[config.mk]
export PLATFORM = sky130hd
export DESIGN_NAME = isp_i2c_slave
export DESIGN_NICKNAME = d
export VERILOG_FILES = /design/src/core/isp_glitch_filter.v /design/src/core/isp_i2c_slave.v /design/src/core/isp_shift_reg.v
export VERILOG_INCLUDE_DIRS = /design/src /design/src/core
export SDC_FILE = /design/constraint.sdc
export NUM_CORES = 1
export LEC_CHECK = 0
export ABC_AREA = 1
export CAP_MARGIN = 20
export CORE_MARGIN = 4
export CORE_UTILIZATION = 47
export CTS_CLUSTER_DIAMETER = 60
export DETAILED_ROUTE_END_ITERATION = 8
export DONT_BUFFER_PORTS = 1
export GPL_TIMING_DRIVEN = 1
export PLACE_DENSITY = 0.65
export SLEW_MARGIN = 30
export SYNTH_ARGS = -nofsm -noshare
export SYNTH_HDL_FRONTEND = slang
export SYNTH_SLANG_ARGS = --single-unit
[constraint.sdc]
create_clock -name CLOCK -period 2.1 [get_ports CLOCK]
set_input_delay 0.105 -clock CLOCK [delete_from_list [all_inputs] [get_ports CLOCK]]
set_output_delay 0.105 -clock CLOCK [all_outputs]
set_load 0.05 [all_outputs]
[src/core/isp_defines.vh]
// Purpose: Constants for the I2C slave register port.
// Assumes: Included by the glitch filter and slave design files.
// Notes:   Timing counts are in cycles of the 20 MHz CLOCK.
//
// How it works
// - Slave only, receive or transmit, bit rates up to 1 MHz.
// - Never holds SCL low.
// - General call address is ignored.
// - Device ID procedure gets no answer.
// - No clock generation or arbitration logic.
// - Glitch filter on SCL and SDA when selected.
// - SDA changes only while SCL is low.
// - START and STOP detected while SCL high.
// - Repeated START restarts address reception.
// - MSB first, one acknowledge per byte.
// - Transmitter releases SDA, receiver drives ack low.
// - Master NACK ends read; device releases SDA.
// - First byte is address plus direction bit.
// - Address 01010 plus two configurable low bits.
// - Write frame: address, register, data bytes.
// - FIFO address writes keep the pointer.
// - Reads auto-increment pointer, except FIFO.
// - Idle lines released high to pull-up.
`ifndef ISP_DEFINES_VH
`define ISP_DEFINES_VH

`define ISP_ADDR_HI        5'h0_00A
`define ISP_ADDR_GENCALL   7'h0_000
`define ISP_ADDR_DEVID     7'h0_07C
`define ISP_FIFO_ADDR_DEF  7'h0_005
`define ISP_FILT_NS        50
`define ISP_CLK_NS         50
// Filter time in whole CLOCK cycles, rounded up: 50 ns at 50 ns per cycle.
`define ISP_FILT_CYC       2'h1
`define ISP_FILT_W         2

`endif

[src/core/isp_glitch_filter.v]
// Purpose: Synchronise one bus line and suppress short spikes.
// Assumes: Line is asynchronous to CLOCK.
// Notes:   Output follows input after it has stood stable; with enable low it follows at once.
`timescale 1ns/10ps
`include "isp_defines.vh"
module isp_glitch_filter (
    // Clock and reset
    input  wire clk,
    input  wire rst_n,
    // Line
    input  wire enable,
    input  wire line_in,
    output reg  line_out
);
    reg                  sync1_q;
    reg                  sync2_q;
    reg [`ISP_FILT_W-1:0] cnt_q;
    localparam [`ISP_FILT_W-1:0] FILT_CYC = `ISP_FILT_CYC;

    always @(posedge clk or negedge rst_n) begin
        if (!rst_n) begin
            sync1_q  <= 1'b1;
            sync2_q  <= 1'b1;
            cnt_q    <= {`ISP_FILT_W{1'b0}};
            line_out <= 1'b1;
        end else begin
            sync1_q <= line_in;
            sync2_q <= sync1_q;
            if (sync2_q == line_out) begin
                cnt_q <= {`ISP_FILT_W{1'b0}};
            end else if (!enable || cnt_q >= FILT_CYC) begin
                line_out <= sync2_q;
                cnt_q    <= {`ISP_FILT_W{1'b0}};
            end else begin
                cnt_q <= cnt_q + 1'b1;
            end
        end
    end
endmodule // isp_glitch_filter

[src/core/isp_i2c_slave.v]
// Purpose: I2C slave port giving a master access to registers and FIFO.
// Assumes: SCL and SDA arrive from pins; register side is on CLOCK.
// Notes:   Read data must be ready one cycle after REG_RD_STB.
`timescale 1ns/10ps
`include "isp_defines.vh"
module isp_i2c_slave (
    // Clock and reset
    input  wire       CLOCK,
    input  wire       RST_N,
    // Configuration
    input  wire       I2C_SELECT,
    input  wire [1:0] ADDR_PINS,
    input  wire [1:0] ADDR_STORED,
    input  wire       ADDR_FROM_STORED,
    input  wire [6:0] FIFO_ADDR,
    // Bus lines
    input  wire       SCL_IN,
    input  wire       SDA_IN,
    output wire       SDA_OUT,
    output wire       SDA_OE,
    // Register side
    output reg  [6:0] REG_ADDR,
    output reg  [7:0] REG_WDATA,
    output reg        REG_WR_STB,
    output reg        REG_RD_STB,
    input  wire [7:0] REG_RDATA,
    output reg        BUSY
);
    localparam [2:0] ST_IDLE  = 3'h0;
    localparam [2:0] ST_ADDR  = 3'h1;
    localparam [2:0] ST_AACK  = 3'h2;
    localparam [2:0] ST_WRX   = 3'h3;
    localparam [2:0] ST_WACK  = 3'h4;
    localparam [2:0] ST_RTX   = 3'h5;
    localparam [2:0] ST_RACK  = 3'h6;

    wire       scl;
    wire       sda;
    reg        scl_q;
    reg        sda_q;
    reg  [2:0] state_q;
    reg  [3:0] bitcnt_q;
    reg        rw_q;
    reg        have_reg_q;
    reg        drive_low_q;
    reg        rd_pend_q;
    wire [7:0] shreg;
    reg        sh_load;
    reg  [7:0] sh_ldata;
    wire       scl_rise;
    wire       scl_fall;
    wire       start_c;
    wire       stop_c;
    wire [6:0] my_addr;
    wire       is_fifo;

    // Filtered lines are the only view of the bus the logic uses.
    isp_glitch_filter u_scl (
        .clk      (CLOCK),
        .rst_n    (RST_N),
        .enable   (I2C_SELECT),
        .line_in  (SCL_IN),
        .line_out (scl)
    );
    isp_glitch_filter u_sda (
        .clk      (CLOCK),
        .rst_n    (RST_N),
        .enable   (I2C_SELECT),
        .line_in  (SDA_IN),
        .line_out (sda)
    );

    isp_shift_reg u_sh (
        .clk       (CLOCK),
        .rst_n     (RST_N),
        .load      (sh_load),
        .load_data (sh_ldata),
        .shift     (scl_rise && (state_q == ST_ADDR || state_q == ST_WRX)),
        .bit_in    (sda),
        .data      (shreg)
    );

    assign scl_rise = scl && !scl_q;
    assign scl_fall = !scl && scl_q;
    assign start_c  = scl && scl_q && sda_q && !sda;
    assign stop_c   = scl && scl_q && !sda_q && sda;
    assign my_addr  = {`ISP_ADDR_HI,
                       ADDR_FROM_STORED ? ADDR_STORED : ADDR_PINS};
    assign is_fifo  = (REG_ADDR == FIFO_ADDR);

    // Open-drain: only ever pulls low; SCL is never driven at all.
    assign SDA_OUT = 1'b0;
    assign SDA_OE  = drive_low_q;

    always @* begin
        sh_load  = 1'b0;
        sh_ldata = REG_RDATA;
        if (rd_pend_q) begin
            sh_load = 1'b1;
        end else if (state_q == ST_RTX && scl_fall && bitcnt_q != 4'h0) begin
            sh_load  = 1'b1;
            sh_ldata = {shreg[6:0], 1'b1};
        end
    end

    always @(posedge CLOCK or negedge RST_N) begin
        if (!RST_N) begin
            scl_q       <= 1'b1;
            sda_q       <= 1'b1;
            state_q     <= ST_IDLE;
            bitcnt_q    <= 4'h0;
            rw_q        <= 1'b0;
            have_reg_q  <= 1'b0;
            drive_low_q <= 1'b0;
            rd_pend_q   <= 1'b0;
            REG_ADDR    <= 7'h00;
            REG_WDATA   <= 8'h00;
            REG_WR_STB  <= 1'b0;
            REG_RD_STB  <= 1'b0;
            BUSY        <= 1'b0;
        end else begin
            scl_q      <= scl;
            sda_q      <= sda;
            REG_WR_STB <= 1'b0;
            REG_RD_STB <= 1'b0;
            rd_pend_q  <= REG_RD_STB;
            if (!I2C_SELECT) begin
                state_q     <= ST_IDLE;
                drive_low_q <= 1'b0;
                BUSY        <= 1'b0;
            end else if (start_c) begin
                // A repeated START behaves exactly as a first START.
                state_q     <= ST_ADDR;
                bitcnt_q    <= 4'h0;
                drive_low_q <= 1'b0;
                BUSY        <= 1'b1;
            end else if (stop_c) begin
                state_q     <= ST_IDLE;
                drive_low_q <= 1'b0;
                BUSY        <= 1'b0;
            end else begin
                case (state_q)
                    ST_IDLE: begin
                        drive_low_q <= 1'b0;
                    end
                    ST_ADDR: begin
                        if (scl_rise) begin
                            bitcnt_q <= bitcnt_q + 4'h1;
                        end
                        // Acknowledge is set up only once SCL is low.
                        if (scl_fall && bitcnt_q == 4'h8) begin
                            // General call and device ID never match.
                            if (shreg[7:1] == my_addr &&
                                shreg[7:1] != `ISP_ADDR_GENCALL &&
                                shreg[7:1] != `ISP_ADDR_DEVID) begin
                                rw_q        <= shreg[0];
                                drive_low_q <= 1'b1;
                                state_q     <= ST_AACK;
                                have_reg_q  <= 1'b0;
                                if (shreg[0]) begin
                                    REG_RD_STB <= 1'b1;
                                end
                            end else begin
                                state_q <= ST_IDLE;
                            end
                        end
                    end
                    ST_AACK: begin
                        if (scl_fall) begin
                            bitcnt_q <= 4'h0;
                            if (rw_q) begin
                                state_q     <= ST_RTX;
                                drive_low_q <= !shreg[7];
                                bitcnt_q    <= 4'h1;
                            end else begin
                                state_q     <= ST_WRX;
                                drive_low_q <= 1'b0;
                            end
                        end
                    end
                    ST_WRX: begin
                        if (scl_rise) begin
                            bitcnt_q <= bitcnt_q + 4'h1;
                        end
                        if (scl_fall && bitcnt_q == 4'h8) begin
                            drive_low_q <= 1'b1;
                            state_q     <= ST_WACK;
                            if (!have_reg_q) begin
                                REG_ADDR   <= shreg[6:0];
                                have_reg_q <= 1'b1;
                            end else begin
                                REG_WDATA  <= shreg;
                                REG_WR_STB <= 1'b1;
                            end
                        end
                    end
                    ST_WACK: begin
                        if (scl_fall) begin
                            drive_low_q <= 1'b0;
                            bitcnt_q    <= 4'h0;
                            state_q     <= ST_WRX;
                        end
                        if (REG_WR_STB && !is_fifo) begin
                            REG_ADDR <= REG_ADDR + 7'h01;
                        end
                    end
                    ST_RTX: begin
                        if (scl_fall) begin
                            if (bitcnt_q == 4'h8) begin
                                drive_low_q <= 1'b0;
                                state_q     <= ST_RACK;
                                if (!is_fifo) begin
                                    REG_ADDR <= REG_ADDR + 7'h01;
                                end
                            end else begin
                                drive_low_q <= !shreg[6];
                                bitcnt_q    <= bitcnt_q + 4'h1;
                            end
                        end
                    end
                    ST_RACK: begin
                        if (scl_rise) begin
                            if (sda) begin
                                state_q <= ST_IDLE;
                            end else begin
                                REG_RD_STB <= 1'b1;
                            end
                        end
                        if (scl_fall && state_q == ST_RACK) begin
                            state_q     <= ST_RTX;
                            drive_low_q <= !shreg[7];
                            bitcnt_q    <= 4'h1;
                        end
                    end
                    default: begin
                        state_q <= ST_IDLE;
                    end
                endcase
            end
        end
    end
    // slave only; no clock generator or arbitration exists here.
endmodule // isp_i2c_slave

[src/core/isp_shift_reg.v]
// Purpose: Eight-bit shift register for bus bytes, MSB first.
// Assumes: Shift and load strobes are one-cycle pulses.
// Notes:   Load has priority over shift.
`timescale 1ns/10ps
module isp_shift_reg (
    // Clock and reset
    input  wire       clk,
    input  wire       rst_n,
    // Control
    input  wire       load,
    input  wire [7:0] load_data,
    input  wire       shift,
    input  wire       bit_in,
    // Data
    output reg  [7:0] data
);
    always @(posedge clk or negedge rst_n) begin
        if (!rst_n) begin
            data <= 8'h00;
        end else if (load) begin
            data <= load_data;
        end else if (shift) begin
            data <= {data[6:0], bit_in};
        end
    end
endmodule // isp_shift_reg

==> impl_metrics.env <==
export IMPL_vias=2662
export IMPL_fmax_mhz=551.2
export IMPL_critical_path_top_delay_family="simple AND/OR/NAND/NOR gates"
export IMPL_syn_to_final_growth_pct=12.82
export IMPL_clk_pin_slew_worst_paths_ns=0.10
export IMPL_status="completed"
export IMPL_grt_ovfl_total=0
export IMPL_diodes=0
export IMPL_syn_avg_cell_area_um2=7.183
export IMPL_preCtsSetupSlack_ns=0.3159
export IMPL_synth_top_family_by_area="simple AND/OR/NAND/NOR gates"
export IMPL_cpMaxStageDelayCell="dfrtp_1"
export IMPL_synth_adder_area_share_pct=2.109
export IMPL_path_buf_inv=1
export IMPL_min_path_cells=2
export IMPL_cts_tree="done"
export IMPL_rr_worst_depth=9
export IMPL_numCtsBuffers=5
export IMPL_yosysWarningCount=0
export IMPL_hold_class="primary input to flop"
export IMPL_finalMaxSlewViolations=0
export IMPL_r2r_end="REG_WDATA[5]$_DFFE_PN0P_"
export IMPL_track_usage_pct=19.14
export IMPL_path_cells="inv_1 > ha_1 > nand2_1 > nor2_1 > nand2_1 > nor2_2 > nand2_2 > nand2_1 > o21ai_1"
export IMPL_synthMuxAreaShare_pct=0
export IMPL_fin_cells=512
export IMPL_clock_tree_buffer_depth=2
export IMPL_synth_seq_area_share_pct=41.67
export IMPL_dieArea_mm2=0.007647
export IMPL_power_density_mw_per_mm2=681.0
export IMPL_r2r_slack_ns=0.29
export IMPL_vias_per_cell=5.199
export IMPL_leakage_uw=0.001680
export IMPL_ys_async_sr_fraction_pct=100.0
export IMPL_layout_setup_ws_ns=0.2859
export IMPL_htreeDepth=2
export IMPL_synth_simple_area_share_pct=31.59
export IMPL_rsz0062_at_grt="false"
export IMPL_cp_max_fo=17
export IMPL_regArea_mm2=0.001236
export IMPL_relSlewSlack_pct=63.40
export IMPL_worst_pin_slew_ns=0.5473
export IMPL_detailed_place_hpwl_mm=5.019
export IMPL_ys_flop_type="dfrtp_1"
export IMPL_period_minus_slack_ns=1.814
export IMPL_root_buffer="clkbuf_8"
export IMPL_wirelength_mm=6.660
export IMPL_io_buffers=0
export IMPL_synth_edf_count=0
export IMPL_r2r_start="bitcnt_q[0]$_DFFE_PN0P_"
export IMPL_antenna_found_initial=0
export IMPL_antenna_left=0
export IMPL_gp_congestion=0.9283
export IMPL_die_y_um=87.45
export IMPL_worstPathArrival_ns=2.00
export IMPL_die_w_um=87.45
export IMPL_hp_start="I2C_SELECT"
export IMPL_setup_viol=0
export IMPL_coreArea_mm2=0.006026
export IMPL_drive_gt1_share_pct=11.44
export IMPL_synthCells=413
export IMPL_synth_compound_area_share_pct=13.62
export IMPL_timing_final_crit_share_pct=86.39
export IMPL_synthXorXnorAreaFrac_pct=1.771
export IMPL_start_util_pct=49.23
export IMPL_endpoint_kind="flop"
export IMPL_syn_nets=443
export IMPL_crit_type="flop to flop"
export IMPL_cts_setup_buffers=0
export IMPL_multiInputGateArea_mm2=0.001460
export IMPL_synth_area_mm2=0.002967
export IMPL_slowest_delay_ns=0.42
export IMPL_io_pins=45
export IMPL_clk_latency_ns=0.30
export IMPL_grt_pass1_wl_mm=11.64
export IMPL_critPathLaunchType="flop"
export IMPL_hold_path_endpoint="u_sda.line_out$_DFFE_PN1P_"
export IMPL_dp_cells=491
export IMPL_timing_critical_path_mode_cell="nand2_1"
export IMPL_ys_seq_elements=49
export IMPL_fin_setup_tns_ns=0
export IMPL_core_rowCount=28
export IMPL_avgRoutedWirePerCell_um=13.01
export IMPL_fillers=587
export IMPL_cap_violations=0
export IMPL_hold_viol=0
export IMPL_vdd_ir_drop_worst_uv=471.6
export IMPL_hold_ws_ns=0.007498
export IMPL_grt_max_degree=50
export IMPL_grt_pass1_vias=2527
export IMPL_layout_common_cells="140 x nand2_1, 55 x inv_1, 41 x dfrtp_1, 34 x o21ai_0, 32 x nor2_1"
export IMPL_synth_distinct_cells=33
export IMPL_first_pass_iters=5
export IMPL_nNetsFinal=466
export IMPL_required_ns=2.28
export IMPL_clock_skew_ns=0.01007
export IMPL_hold_buffers=13
export IMPL_drtIter0Drc=266
export IMPL_route_detailed_drc=0
export IMPL_cts_sinks=49
export IMPL_cts_resized=0
export IMPL_layout_commonest_cell="nand2_1"
==> synth_stat cells (3+ instances only) <==
cell	n	area share (%)
nand3_1	27	4.6
nor2_4	3	1.1
nor2_1	32	4.0
nand2_1	140	18
a21oi_1	8	1.3
inv_1	55	7.0
nor2_2	4	0.84
nor3_1	4	0.67
o211ai_1	11	2.8
ha_1	5	2.1
o21ai_0	34	5.7
nand2_2	4	0.84
o21ai_2	7	2.1
dfrtp_1	41	35
xnor2_1	4	1.2
buf_6	3	1.1
dfstp_2	8	7.1
==> worst max path at each step <==
stage | cells after the start | to | slack, ns | start
floorplan | 9 | REG_ADDR[6]$_DFFE_PN0P_ | 0.37 | REG_ADDR[0]$_DFFE_PN0P_
global placement | 7 | u_sh.data[3]$_DFFE_PN0P_ | 0.32 | u_scl.line_out$_DFFE_PN1P_
detailed placement | 9 | REG_WDATA[7]$_DFFE_PN0P_ | 0.32 | sda_q$_DFF_PN1_
CTS | 9 | REG_WDATA[7]$_DFFE_PN0P_ | 0.29 | bitcnt_q[0]$_DFFE_PN0P_
global route | 9 | REG_WDATA[5]$_DFFE_PN0P_ | 0.05 | bitcnt_q[0]$_DFFE_PN0P_
finish | 9 | REG_WDATA[5]$_DFFE_PN0P_ | 0.29 | bitcnt_q[0]$_DFFE_PN0P_
==> worst reg2reg max path, delay by kind of cell, from the launching register on <==
| family | cells | cell delay [ns] |
|---|---|---|
| AND/OR/NAND/NOR | 6 | 0.92 |
| flip-flops | 1 | 0.42 |
| AO/OA/AOI/OAI | 1 | 0.08 |
| buffers and inverters | 1 | 0.09 |
| adder cells (fa/ha/maj) | 1 | 0.18 |
==> metrics by stage <==
| stage | power, uW | util [%] | cell area (um2) |
|---|---|---|---|
| after floorplan | 1444 | - | 2967 |
| after global placement | 1533 | 51.10 | 3079 |
| after detailed placement | 1544 | 51.10 | 3079 |
| after CTS | 2299 | 55.54 | 3347 |
| after global routing | 2428 | 55.54 | 3347 |
| final | 2279 | 55.54 | 3347 |
==> cell type report <==
class,count,area share [%]
repair buffers,22,6.430
clock inverters,2,1.121
inverters,59,6.617
flip-flops and latches,49,36.93
well taps,75,2.804
clock buffers,6,2.467
multi-input cells,299,43.63
==> layer usage <==
layer,vias to the layer above,GRT usage (%),part of all wire (%)
met2,83,28.84,46
li1,1359,-,-
met5,-,0,0
met3,7,3.974,6.3
met4,0,7.113,1.0
met1,1213,27.04,47
==> registers in the layout, summed over array words and instances, names as in the netlist, 2 cells and up <==
register,count
u_sh.data,8
state_q,3
u_sda.cnt_q,2
REG_ADDR,7
bitcnt_q,4
u_scl.cnt_q,2
REG_WDATA,8
==> power breakdown <==
| part | switching (uW) | total [uW] | internal (uW) |
|---|---|---|---|
| logic | 286 | 436 | 149 |
| clock network | 325 | 712 | 387 |
| registers | 79.9 | 1130 | 1050 |
| total | 691 | 2280 | 1590 |
==> cells by family after synthesis <==
kind of cell             Yosys count
AND/OR/NAND/NOR                  220
AO/OA/AOI/OAI                     67
buffers and inverters             65
flip-flops                        49
XOR/XNOR                           6
adder cells (fa/ha/maj)            5
other                              1
Note: power is estimated with default switching activity, not from simulation.
